[src/inc/btm_pkg.sv]
/*
 Package for the bus transceiver mode register bank: register indices,
 field positions, reset and fail-safe values, mode encodings.
 Assumes 8-bit registers addressed by a 7-bit register index.
*/
package btm_pkg;
    localparam int          ADDR_W          = 7;
    localparam int          DATA_W          = 8;
    localparam logic [6:0]  ADDR_BUS_CTRL_P = 7'h04;
    localparam logic [6:0]  ADDR_BUS_CTRL_S = 7'h05;
    localparam logic [6:0]  ADDR_WAKE_INT   = 7'h06;
    localparam logic [6:0]  ADDR_WAKE_EXT   = 7'h07;

    // field positions, primary register
    localparam int          P_FLASH         = 7;
    localparam int          P_LSM           = 6;
    localparam int          P_TXD_TO        = 5;
    localparam int          P_FIRST_LIN_MODE_FIELD_HI       = 4;
    localparam int          P_FIRST_LIN_MODE_FIELD_LO       = 3;
    localparam int          P_SWK           = 2;
    localparam int          P_CAN_HI        = 1;
    localparam int          P_CAN_LO        = 0;
    // field positions, secondary register and external wake register
    localparam int          S_PEAK          = 5;
    localparam int          S_SECOND_LIN_MODE_FIELD_HI       = 1;
    localparam int          S_SECOND_LIN_MODE_FIELD_LO       = 0;
    localparam int          X_INT_GLOBAL    = 7;

    localparam logic [7:0]  RST_BUS_CTRL_P  = 8'h20;
    localparam logic [7:0]  RST_BUS_CTRL_S  = 8'h00;
    localparam logic [7:0]  RST_WAKE_INT    = 8'h00;
    localparam logic [7:0]  RST_WAKE_EXT    = 8'h07;
    localparam logic [7:0]  MASK_BUS_CTRL_S = 8'h23;
    localparam logic [7:0]  MASK_WAKE_INT   = 8'hC4;
    localparam logic [7:0]  MASK_WAKE_EXT   = 8'hA7;
    // fail-safe forcing: keep bits given by the keep mask, force the rest to the fail-safe value
    localparam logic [7:0]  FS_KEEP_P       = 8'hE0;
    localparam logic [7:0]  FS_VAL_P        = 8'h09;
    localparam logic [7:0]  FS_KEEP_X       = 8'hA0;
    localparam logic [7:0]  FS_VAL_X        = 8'h07;

    localparam logic [1:0]  MODE_OFF        = 2'h0;
    localparam logic [1:0]  MODE_WAKE       = 2'h1;
    localparam logic [1:0]  MODE_RXONLY     = 2'h2;
    localparam logic [1:0]  MODE_NORMAL     = 2'h3;

    typedef enum logic [3:0] {
        BTM_IDLE  = 4'h1,
        BTM_ADDR  = 4'h2,
        BTM_DATA  = 4'h4,
        BTM_DONE  = 4'h8
    } btm_spi_st_t;
endpackage

[src/btm_mode_regs.sv]
/*
 Bus transceiver mode registers behind a 16-bit SPI slave, with automatic
 CAN mode changes on Sleep entry and CAN/LIN mode changes on Fail-Safe entry; Stop entry changes nothing.
 Assumes a mode controller delivers one-cycle entry pulses on clk, and
 that the SPI master runs sck far below clk (pins are synchronised).
*/
module btm_mode_regs
    import btm_pkg::*;
(
    input  wire logic        clk,               // 250 MHz system clock
    input  wire logic        rst_n,             // async reset, active low
    input  wire logic        ce,                // clock enable
    input  wire logic        spi_csn_n,         // SPI chip select, active low
    input  wire logic        spi_sck,           // SPI clock pin
    input  wire logic        spi_sdi,           // SPI data in
    output logic             spi_sdo,           // SPI data out
    output logic             spi_sdo_oe,        // SPI data out enable
    input  wire logic        mode_init,         // device in init mode
    input  wire logic        mode_normal,       // device in normal mode
    input  wire logic        mode_stop,         // device in stop mode
    input  wire logic        sleep_entry,       // pulse: sleep entered
    input  wire logic        stop_entry,        // pulse: stop entered
    input  wire logic        failsafe_entry,    // pulse: fail-safe by failure
    input  wire logic        restart_entry,     // pulse: restart entered
    input  wire logic        system_error_flag, // system error status
    input  wire logic        wake_event,        // a wake source fired
    input  wire logic        status_event,      // any other status bit set
    output logic             lin_flash_mode,    // LIN slope control off
    output logic             lin_low_slope_select, // LIN low-slope mode
    output logic             lin_tx_timeout_enable, // TXD time-out on
    output logic [1:0]       first_lin_mode_field,  // LIN 1 mode
    output logic [2:0]       can_mode,          // CAN mode incl selective wake
    output logic [1:0]       second_lin_mode_field, // LIN 2 mode
    output logic             regulator_peak_threshold_select, // peak level
    output logic             int_req            // interrupt request
);
    // ----------------------------------------------------------------
    // reset release and pin synchronisers
    // ----------------------------------------------------------------
    logic [1:0] rst_sync_r;
    logic       srst_n;
    always_ff @(posedge clk or negedge rst_n) begin
        if (!rst_n) begin
            rst_sync_r <= 2'b00;
        end else begin
            rst_sync_r <= {rst_sync_r[0], 1'b1};
        end
    end
    assign srst_n = rst_sync_r[1];

    logic [2:0] pin_s1_r;
    logic [2:0] pin_s2_r;
    logic       sck_d_r;
    always_ff @(posedge clk or negedge srst_n) begin
        if (!srst_n) begin
            pin_s1_r <= 3'b001;
            pin_s2_r <= 3'b001;
            sck_d_r  <= 1'b0;
        end else if (ce) begin
            pin_s1_r <= {spi_sdi, spi_sck, spi_csn_n};
            pin_s2_r <= pin_s1_r;
            sck_d_r  <= pin_s2_r[1];
        end
    end

    logic csn_s, sck_s, sdi_s, sck_rise, sck_fall;
    assign csn_s    = pin_s2_r[0];
    assign sck_s    = pin_s2_r[1];
    assign sdi_s    = pin_s2_r[2];
    assign sck_rise = sck_s & ~sck_d_r;
    assign sck_fall = ~sck_s & sck_d_r;

    // ----------------------------------------------------------------
    // SPI frame: 7-bit address, write flag, 8 data bits (msb first)
    // ----------------------------------------------------------------
    btm_spi_st_t st_r;
    logic [4:0]  bitcnt_r;
    logic [15:0] shift_r;
    logic [7:0]  tx_r;
    logic [7:0]  rdata;
    logic [4*8-1:0] qall;
    logic        frame_end;
    always_ff @(posedge clk or negedge srst_n) begin
        if (!srst_n) begin
            st_r     <= BTM_IDLE;
            bitcnt_r <= 5'h00;
            shift_r  <= 16'h0000;
        end else if (ce) begin
            case (st_r)
                BTM_IDLE: begin
                    bitcnt_r <= 5'h00;
                    if (!csn_s) begin
                        st_r <= BTM_ADDR;
                    end
                end
                BTM_ADDR, BTM_DATA: begin
                    if (csn_s) begin
                        // five count bits so that the sixteenth bit does not wrap to zero
                        st_r <= (bitcnt_r == 5'h10 && st_r == BTM_DATA) ? BTM_DONE
                                                                        : BTM_IDLE;
                    end else if (sck_rise) begin
                        shift_r  <= {shift_r[14:0], sdi_s};
                        bitcnt_r <= bitcnt_r + 5'h01;
                        if (bitcnt_r == 5'h07) begin
                            st_r <= BTM_DATA;
                        end
                    end
                end
                BTM_DONE: begin
                    st_r <= BTM_IDLE;
                end
                default: begin
                    st_r <= BTM_IDLE;
                end
            endcase
        end
    end
    // frames are taken only as whole 16-bit words at chip-select release
    assign frame_end = (st_r == BTM_DONE);

    logic [6:0] f_addr;
    logic       f_wr;
    logic [7:0] f_data;
    assign f_addr = shift_r[15:9];
    assign f_wr   = shift_r[8];
    assign f_data = shift_r[7:0];

    // read data for the addressed register launches msb first on sck falls
    always_ff @(posedge clk or negedge srst_n) begin
        if (!srst_n) begin
            tx_r       <= 8'h00;
            spi_sdo    <= 1'b0;
            spi_sdo_oe <= 1'b0;
        end else if (ce) begin
            spi_sdo_oe <= ~csn_s;
            if (st_r == BTM_DATA && bitcnt_r == 5'h08 && sck_fall) begin
                tx_r    <= {rdata[6:0], 1'b0};
                spi_sdo <= rdata[7];
            end else if (st_r == BTM_DATA && sck_fall) begin
                tx_r    <= {tx_r[6:0], 1'b0};
                spi_sdo <= tx_r[7];
            end
        end
    end

    function automatic logic [1:0] sel_of(input logic [6:0] a);
        sel_of = a[1:0];
    endfunction

    // ----------------------------------------------------------------
    // next register values: host writes, then automatic mode changes
    // ----------------------------------------------------------------
    logic [7:0] cur_p, cur_s, cur_i, cur_x;
    logic [7:0] nxt_p, nxt_s, nxt_i, nxt_x;
    logic [3:0] we;
    assign cur_p = qall[7:0];
    assign cur_s = qall[15:8];
    assign cur_i = qall[23:16];
    assign cur_x = qall[31:24];

    logic hit_p, hit_s, hit_i, hit_x;
    always_comb begin
        hit_p = 1'b0;
        hit_s = 1'b0;
        hit_i = 1'b0;
        hit_x = 1'b0;
        if (f_addr == ADDR_BUS_CTRL_P) begin
            hit_p = frame_end & f_wr;
        end else if (f_addr == ADDR_BUS_CTRL_S) begin
            hit_s = frame_end & f_wr;
        end else if (f_addr == ADDR_WAKE_INT) begin
            hit_i = frame_end & f_wr;
        end else if (f_addr == ADDR_WAKE_EXT) begin
            hit_x = frame_end & f_wr;
        end
    end

    always_comb begin
        nxt_p = hit_p ? f_data : cur_p;
        nxt_s = cur_s;
        nxt_i = hit_i ? (f_data & MASK_WAKE_INT) : cur_i;
        nxt_x = hit_x ? (f_data & MASK_WAKE_EXT) : cur_x;
        if (hit_s) begin
            nxt_s = f_data & MASK_BUS_CTRL_S;
            if (!(mode_init || mode_normal)) begin
                nxt_s[S_PEAK] = cur_s[S_PEAK];
            end
        end
        // sleep demotes receive-only/normal to wake; bit 2 never touched
        if (sleep_entry && !system_error_flag && nxt_p[P_CAN_HI]) begin
            nxt_p[P_CAN_HI:P_CAN_LO] = MODE_WAKE;
        end
        // stop entry leaves every CAN mode as programmed
        if (stop_entry) begin
            nxt_p = nxt_p;
        end
        if (failsafe_entry) begin
            nxt_p = (cur_p & FS_KEEP_P) | FS_VAL_P;
            nxt_x = (cur_x & FS_KEEP_X) | FS_VAL_X;
        end
        // restart: bits 7:5 kept; mode fields left as programmed
        if (restart_entry) begin
            nxt_p[P_FLASH:P_TXD_TO] = cur_p[P_FLASH:P_TXD_TO];
        end
    end
    assign we = {hit_x | failsafe_entry, hit_i, hit_s,
                 hit_p | sleep_entry | failsafe_entry};

    btm_regfile u_regs (
        .clk   (clk),
        .rst_n (srst_n),
        .ce    (ce),
        .we    (we),
        .wdata ({nxt_x, nxt_i, nxt_s, nxt_p}),
        // after the command byte the address sits in the low shift bits
        .raddr (sel_of(shift_r[7:1])),
        .rdata (rdata),
        .qall  (qall)
    );

    // ----------------------------------------------------------------
    // decoded control outputs
    // ----------------------------------------------------------------
    always_ff @(posedge clk or negedge srst_n) begin
        if (!srst_n) begin
            lin_flash_mode        <= RST_BUS_CTRL_P[P_FLASH];
            lin_low_slope_select  <= RST_BUS_CTRL_P[P_LSM];
        end else if (ce && frame_end) begin
            // next value, so the new setting acts at the release itself
            lin_flash_mode        <= nxt_p[P_FLASH];
            lin_low_slope_select  <= nxt_p[P_LSM];
        end
    end

    always_ff @(posedge clk or negedge srst_n) begin
        if (!srst_n) begin
            lin_tx_timeout_enable           <= RST_BUS_CTRL_P[P_TXD_TO];
            first_lin_mode_field            <= MODE_OFF;
            can_mode                        <= 3'h0;
            second_lin_mode_field           <= MODE_OFF;
            regulator_peak_threshold_select <= RST_BUS_CTRL_S[S_PEAK];
        end else if (ce) begin
            lin_tx_timeout_enable           <= cur_p[P_TXD_TO];
            first_lin_mode_field            <= cur_p[P_FIRST_LIN_MODE_FIELD_HI:P_FIRST_LIN_MODE_FIELD_LO];
            can_mode                        <= cur_p[P_SWK:P_CAN_LO];
            second_lin_mode_field           <= cur_s[S_SECOND_LIN_MODE_FIELD_HI:S_SECOND_LIN_MODE_FIELD_LO];
            regulator_peak_threshold_select <= cur_s[S_PEAK];
        end
    end

    always_ff @(posedge clk or negedge srst_n) begin
        if (!srst_n) begin
            int_req <= 1'b0;
        end else if (ce) begin
            int_req <= wake_event | (cur_x[X_INT_GLOBAL] & status_event);
        end
    end

    // ----------------------------------------------------------------
    // checks
    // ----------------------------------------------------------------
    a_sleep_demote: assert property (@(posedge clk) disable iff (!srst_n)
        ce && sleep_entry && !system_error_flag && !failsafe_entry && !hit_p
        && cur_p[P_CAN_HI] |=> cur_p[P_CAN_HI:P_CAN_LO] == MODE_WAKE)
        else $error("sleep entry did not demote CAN");
    a_swk_kept: assert property (@(posedge clk) disable iff (!srst_n)
        ce && !hit_p && !failsafe_entry |=> $stable(cur_p[P_SWK]))
        else $error("selective wake bit changed by device");
    a_failsafe_val: assert property (@(posedge clk) disable iff (!srst_n)
        ce && failsafe_entry |=> cur_p[4:0] == FS_VAL_P[4:0] && cur_x[2:0] == 3'h7)
        else $error("fail-safe values not forced");
    a_peak_locked: assert property (@(posedge clk) disable iff (!srst_n)
        ce && mode_stop && !mode_init && !mode_normal |=> $stable(cur_s[S_PEAK]))
        else $error("peak threshold changed in stop");
    a_resv_zero: assert property (@(posedge clk) disable iff (!srst_n)
        (cur_s & ~MASK_BUS_CTRL_S) == 8'h00)
        else $error("reserved secondary bits set");
    a_stop_keep: assert property (@(posedge clk) disable iff (!srst_n)
        ce && stop_entry && !sleep_entry && !failsafe_entry && !hit_p
        |=> $stable(cur_p))
        else $error("stop entry altered CAN mode");
    a_flash_csn: assert property (@(posedge clk) disable iff (!srst_n)
        ce && !frame_end |=> $stable(lin_flash_mode))
        else $error("flash mode changed outside frame end");
    a_can_follow: assert property (@(posedge clk) disable iff (!srst_n)
        ce ##1 ce |-> can_mode == $past(cur_p[P_SWK:P_CAN_LO]))
        else $error("CAN mode output not following register");
endmodule

[src/btm_regfile.sv]
/*
 Four-word register store for the mode bank; read data registered.
 Assumes the caller resolves all write priorities before writing.
*/
module btm_regfile
    import btm_pkg::*;
(
    input  wire logic              clk,      // system clock
    input  wire logic              rst_n,    // synchronised reset
    input  wire logic              ce,       // clock enable
    input  wire logic [3:0]        we,       // per-register write strobes
    input  wire logic [4*8-1:0]    wdata,    // packed write data
    input  wire logic [1:0]        raddr,    // read select
    output logic      [7:0]        rdata,    // registered read data
    output logic      [4*8-1:0]    qall      // current register values
);
    localparam logic [4*8-1:0] RST_ALL = {RST_WAKE_EXT, RST_WAKE_INT,
                                          RST_BUS_CTRL_S, RST_BUS_CTRL_P};
    logic [7:0] mem_r [4];

    always_ff @(posedge clk or negedge rst_n) begin
        if (!rst_n) begin
            for (int i = 0; i < 4; i++) begin
                mem_r[i] <= RST_ALL[i*8 +: 8];
            end
        end else if (ce) begin
            for (int i = 0; i < 4; i++) begin
                if (we[i]) begin
                    mem_r[i] <= wdata[i*8 +: 8];
                end
            end
        end
    end

    always_ff @(posedge clk or negedge rst_n) begin
        if (!rst_n) begin
            rdata <= 8'h00;
        end else if (ce) begin
            rdata <= mem_r[raddr];
        end
    end

    always_comb begin
        for (int i = 0; i < 4; i++) begin
            qall[i*8 +: 8] = mem_r[i];
        end
    end
endmodule

[config.mk]
export PLATFORM = sky130hd
export DESIGN_NAME = btm_mode_regs
export DESIGN_NICKNAME = d
export VERILOG_FILES = /design/src/inc/btm_pkg.sv /design/src/btm_mode_regs.sv /design/src/btm_regfile.sv
export SDC_FILE = /design/constraint.sdc
export NUM_CORES = 1
export LEC_CHECK = 0
export ABC_AREA = 1
export BUFFER_PORTS_ARGS = -buffer_cell sky130_fd_sc_hd__buf_2
export CAP_MARGIN = 10
export CORE_ASPECT_RATIO = 0.6
export CORE_MARGIN = 10
export CORE_UTILIZATION = 47
export CTS_BUF_LIST = sky130_fd_sc_hd__clkbuf_4
export CTS_CLUSTER_SIZE = 12
export DETAILED_ROUTE_END_ITERATION = 8
export GPL_ROUTABILITY_DRIVEN = 1
export GPL_TIMING_DRIVEN = 0
export PLACE_DENSITY = 0.67
export SYNTH_ARGS = -nofsm -noshare
export SYNTH_HDL_FRONTEND = slang
export SYNTH_SLANG_ARGS = --single-unit
[constraint.sdc]
create_clock -name clk -period 2.5 [get_ports clk]
set_input_delay 0.125 -clock clk [delete_from_list [all_inputs] [get_ports clk]]
set_output_delay 0.125 -clock clk [all_outputs]
set_load 0.05 [all_outputs]
After elaboration in Yosys (flattened, before gate mapping)

Cells that the tools add are included.

Register bits after elaboration: 86
Bits of input ports: 16
Output and inout port bits: 14
Logic and storage cells: 120

Add/subtract/negate cells: 1
Order comparisons: 1
Eq/ne operators: 16
Multiplexer cells: 32
Bitwise logic cells: 14
Reduce and logical (&&, ||, !) cells: 28

Operators by type and width:

| cell                | count |
|---|---|
| $mux 8              | 6 |
| $eq 7x3->1 const B  | 4 |
| $mux 4              | 5 |
| $bmux 8 s2          | 1 |
| $reduce_and 4->1    | 4 |
| $mux 7              | 2 |
| $mux 1              | 12 |
| $reduce_and 3->1    | 4 |
| $mux 5              | 2 |
| $pmux 5 s2          | 1 |
| $pmux 4 s2          | 1 |
| $reduce_and 2->1    | 4 |
| $reduce_bool 2->1   | 4 |
| $logic_and 1x1->1   | 7 |
| $ne 2x2->1 const B  | 3 |
| $ne 3x3->1 const B  | 2 |
| $add 5x1->5 const B | 1 |
| $eq 5x3->1 const B  | 1 |
| $eq 5x4->1 const B  | 1 |
| $eq 5x5->1 const B  | 1 |
| $not 1->1           | 5 |
| $reduce_and 5->1    | 1 |
| $and 1x1->1         | 4 |
| $eq 4x1->1 const B  | 1 |
| other kinds (12)    | 15 |

Logic depth before layout (Yosys ltp)

Depth in word-level cells: 8
Gate-level depth with buffers: 10

By module

Synthesis repeated with hierarchy kept, for this count alone.

Cells, all modules: 649
Area total of the unflattened synthesis: 4948.5 µm²

Modules (own cells, without submodules):

| module        | times used | cells each | area an instance (µm²) | seq. area each (µm²) |
|---|---|---|---|---|
| btm_mode_regs | 1          | 417        | 3105.5                 | 1381.3 |
| btm_regfile   | 1          | 232        | 1843.0                 | 1006.0 |

Least setup slack after synthesis

Ideal clock, no wire load.

Path kind: reg2reg
Start: register st_r[1]
End: register shift_r[9]
Library setup time: 0.124 ns
Arrival time: 1.222 ns
Data required time: 2.376 ns
Setup slack: 1.154 ns
Stages on the path, launching flop included: 8
Cell sequence: dfrtp_1 nor2_4 nand3_2 a21oi_4 nand2_4 buf_6 nor2_2 a21oi_2

Cells in the longest elaborated chain, start to end: 3
Elaborated cells on any way between the ends: 4
Those cells by class: 2 x eq/ne; 2 x reduce/logical

Ends and longest elaborated chain:

| what                                            | line                 | RTL |
|---|---|---|
| start, declared                                 | btm_mode_regs.sv:76  | `btm_spi_st_t st_r;` |
| start signal, assigned                          | btm_mode_regs.sv:99  | `st_r <= (bitcnt_r == 5'h10 && st_r == BTM_DATA) ? BTM_DONE` |
| $eq 4x3->1 / $eq 4x2->1 (equally long branches) | btm_mode_regs.sv:89  | `case (st_r)` |
| $reduce_or 2->1 *                               | btm_mode_regs.sv:89  |  |
| $reduce_and 4->1 (no line) *                    | n/a                  |  |
| end signal, assigned                            | btm_mode_regs.sv:102 | `shift_r <= {shift_r[14:0], sdi_s};` |
| end, declared                                   | btm_mode_regs.sv:78  | `logic [15:0] shift_r;` |

Every way passes the cells marked *; elsewhere a longest branch is shown, timed or not.
A chain may end at the register's enable or synchronous reset.

Worst setup path after layout

Start: register bitcnt_r[0]
End: register tx_r[6]

Cells in the longest elaborated chain, start to end: 5
Elaborated cells on any way between the ends: 6
Those cells by class: 1 x eq/ne; 1 x mux; 4 x reduce/logical

Ends and longest elaborated chain:

| what                              | line                 | RTL |
|---|---|---|
| start, declared                   | btm_mode_regs.sv:77  | `logic [4:0] bitcnt_r;` |
| start signal, assigned            | btm_mode_regs.sv:103 | `bitcnt_r <= bitcnt_r + 5'h01;` |
| $eq 5x4->1 *                      | btm_mode_regs.sv:136 | `if (st_r == BTM_DATA && bitcnt_r == 5'h08 && sck_fall) begin` |
| $logic_and 1x1->1 * (2 in series) | btm_mode_regs.sv:136 |  |
| $reduce_bool 2->1 (no line)       | n/a                  |  |
| $reduce_and 2->1 (no line)        | n/a                  |  |
| end signal, assigned              | btm_mode_regs.sv:137 | `tx_r <= {rdata[6:0], 1'b0};` |
| end signal, assigned              | btm_mode_regs.sv:140 | `tx_r <= {tx_r[6:0], 1'b0};` |
| end, declared                     | btm_mode_regs.sv:79  | `logic [7:0] tx_r;` |

Marked as above.

==> impl_metrics.py <==
metrics = {
    "worst_setup_path": {
        "endpoint_kind": "flop",
        "worst-endpoint-arrival_ns": 1.98,
        "path_max_fanout": 9,
        "r2r_start": "bitcnt_r[0]",
        "critical_path_required_ns": 2.90,
        "critPathKind": "flop to flop",
        "startpoint": "bitcnt_r[0]",
        "r2r_cells": 8,
        "start_kind": "flop",
    },
    "timing": {
        "slew_violations": 0,
        "slew_headroom": 0.571,
        "fin_crit_ns": 1.59,
        "hold_viol_final": 0,
        "setup_viol": 0,
        "period_share": 0.634,
        "max_freq_ghz": 0.631,
        "rsz0062_at_grt": "false",
        "fin_ws_ns": 0.915,
        "skew_ns": 0.0166,
        "worst_pin_slew_ns": 0.644,
    },
    "logic_synthesis": {
        "synth_top_area_share": 0.475,
        "syn_inst": 458,
        "synth-seq-area-share": 0.529,
        "synth_edf_count": 0,
        "syn_nets": 476,
        "yosysUniqueCellTypes": 38,
        "synth_top_cell_by_area": "dfrtp_1",
        "yosysWarnings": 0,
        "synthArstFlopShare": 1.00,
        "synth_top_cells_by_area": "dfrtp_1 47%, nand2_1 13%, dfstp_2 5.4%",
        "ys_ff_latch": 82,
        "syn_area_sq_um": 3900,
        "avgSynthCellArea_sq_um": 8.51,
        "synthFlopType": "dfrtp_1",
    },
    "power": {
        "max-vdd-ir-drop_mv": 0.474,
        "p_clk_frac": 0.224,
        "power_frac_seq": 0.540,
        "swShare": 0.353,
        "p_per_area_nw_per_um2": 686,
        "internal-power_uw": 1950,
        "combPwrFrac": 0.236,
        "p_sw_uw": 1060,
        "p_leak_uw": 0.00220,
    },
    "clock_tree": {
        "clock-sinks": 82,
        "postCtsHoldBufs": 9,
        "cts_tree": "done",
        "clock_path_buffers": 2,
        "cts.clk_slew.worst_paths_ns": 0.13,
        "ctsHtreeMaxLevel": 3,
        "cts_buffers": 9,
        "ctsResizeCount": 0,
        "cts_root_buf": "clkbuf_4",
        "clk_latency_ns": 0.45,
        "post-cts-setup-buffers": 0,
    },
    "min_path": {
        "holdCritPathClass": "input pin to flop",
        "whs_path_depth": 3,
        "worstHoldStart": "ce",
    },
    "layout": {
        "syn_to_final_growth_pct": 12.5,
        "diodes": 0,
        "post-route-util": 0.550,
        "fin_nets": 523,
        "drive_gt1_frac": 0.206,
    },
    "placement": {
        "io_buffers": 26,
        "dp_hpwl_mm": 6.61,
        "place_ws_ns": 0.924,
        "gp_congestion": 0.850,
    },
    "global_route": {
        "grt_use_total": 0.156,
        "grt_pass1_vias": 3018,
        "grt_overflow": 0,
        "antenna_found_initial": 0,
        "grt_pass1_wl_mm": 15.5,
        "grt_start_max_net_pins": 42,
    },
    "drt": {
        "drt-initial-drc-count": 242,
        "avgViaCountPerCell": 5.09,
        "post-route-drc-count": 0,
        "routedWlPerCell_um": 14.5,
        "drt-total-wl_mm": 8.99,
        "firstDrtPassIters": 4,
        "vias": 3143,
        "antenna_left": 0,
    },
    "floorplanning": {
        "rows": 25,
        "dieHeight_um": 90.6,
        "die-area_sq_um": 12500,
        "die_w_um": 138,
        "start_util": 0.489,
        "design.core.area_sq_um": 7980,
        "pin_count": 30,
    },
    "run_status": {
        "status": "completed",
    },
    "flow_run": {
        "maxCapViolCount": 0,
    },
}
[kinds of logic after synthesis]
| kind of cell | share of synthesized area |
|---|---|
| simple gates | 0.270 |
| other cells | 0.000962 |
| flops | 0.529 |
| compound gates | 0.122 |
| buf+inv | 0.0722 |
| fa+ha+maj | 0.00642 |
[cells in the final DEF (no fill, tap or decap), types with 7 or more instances in the layout]
master           n
clkbuf_4        12
o21ai_0         22
nor2_1          30
dfstp_2          8
nand2_1        136
dfrtp_1         73
buf_2           28
clkbuf_1         7
o21ai_1         13
o21ai_2         14
nand3_1         32
inv_1           47
nor2_2           7
a21oi_1         13
dlygate4sd3_1    9
[power groups by stage]
| stage | Clock, uW | Combinational [uW] | Sequential, uW |
|---|---|---|---|
| 4_1_cts | 697 | 711 | 1620 |
| 2_1_floorplan | 0 | 509 | 1650 |
| 6_report | 675 | 710 | 1620 |
| 3_3_place_gp | 0 | 660 | 1660 |
| 5_1_grt | 742 | 809 | 1650 |
| 3_5_place_dp | 0 | 698 | 1650 |
[through the flow]
stage          setup TNS [ns]  instances  hold slack (ns)  area [sq um]  total power, uW
4_1_cts                     0        618           0.0150          4390             3030
2_1_floorplan               0        458           -0.171          3900             2160
3_3_place_gp           -61.49        592          -0.0898          4160             2320
6_report                    0        618           0.0515          4390             3010
5_1_grt                     0        618           0.0354          4390             3200
3_5_place_dp                0        593          -0.0870          4190             2350
[critical path, cell delays in order (launching register included)]
cell     delay (ns)
dfrtp_1        0.44
inv_1          0.11
ha_1           0.17
nand3_1        0.09
nor2_2         0.38
nand2_4        0.13
nand2_1        0.10
nand3_1        0.06
nand2_1        0.06
[routing by layer]
layer	vias up	wire length (um)	track usage
met5	-	0	0
met4	0	97	0.0437
met3	10	674	0.0489
met2	73	3560	0.200
met1	1498	4650	0.238
li1	1562	-	-
[worst paths after layout]
check / slack, ns / end
min in group asynchronous: 0.31 / lin_flash_mode
worst max-delay path: 0.91 / tx_r[6]
max in group asynchronous: 1.53 / st_r[0]
worst min register to register: 0.31 / lin_flash_mode
worst min-delay path: 0.05 / can_mode[2]
worst max register to register: 0.91 / tx_r[6]
[Yosys cell counts, types with 2 or more instances]
master	number
a21oi_1	13
a21oi_2	3
a31oi_1	3
buf_2	2
buf_6	3
clkbuf_1	7
dfrtp_1	74
dfstp_2	8
ha_1	2
inv_1	47
inv_2	5
nand2_1	136
nand2_2	5
nand2_4	3
nand3_1	32
nand3_2	4
nand3b_1	3
nand4_1	5
nor2_1	30
nor2_2	7
o21ai_0	22
o21ai_1	13
o21ai_2	14
o22ai_1	3
[registers in the layout (all words and copies together), names as in the netlist, 2 cells and up]
| register | count |
|---|---|
| can_mode | 3 |
| tx_r | 7 |
| second_lin_mode_field | 2 |
| st_r | 4 |
| u_regs.qall | 19 |
| pin_s2_r | 3 |
| rst_sync_r | 2 |
| shift_r | 16 |
| pin_s1_r | 3 |
| bitcnt_r | 5 |
| first_lin_mode_field | 2 |
| u_regs.rdata | 8 |
[cell type report]
type	count	area, sq um
Buffer	13	77.6
Clock buffer	12	90.1
Clock inverter	4	18.8
Fill cell	794	3590
Inverter	53	204
Multi-Input combinational cell	310	1560
Sequential cell	82	2070
Tap cell	108	135
Timing Repair Buffer	36	240
No activity file was read; power rests on OpenSTA's default activity.
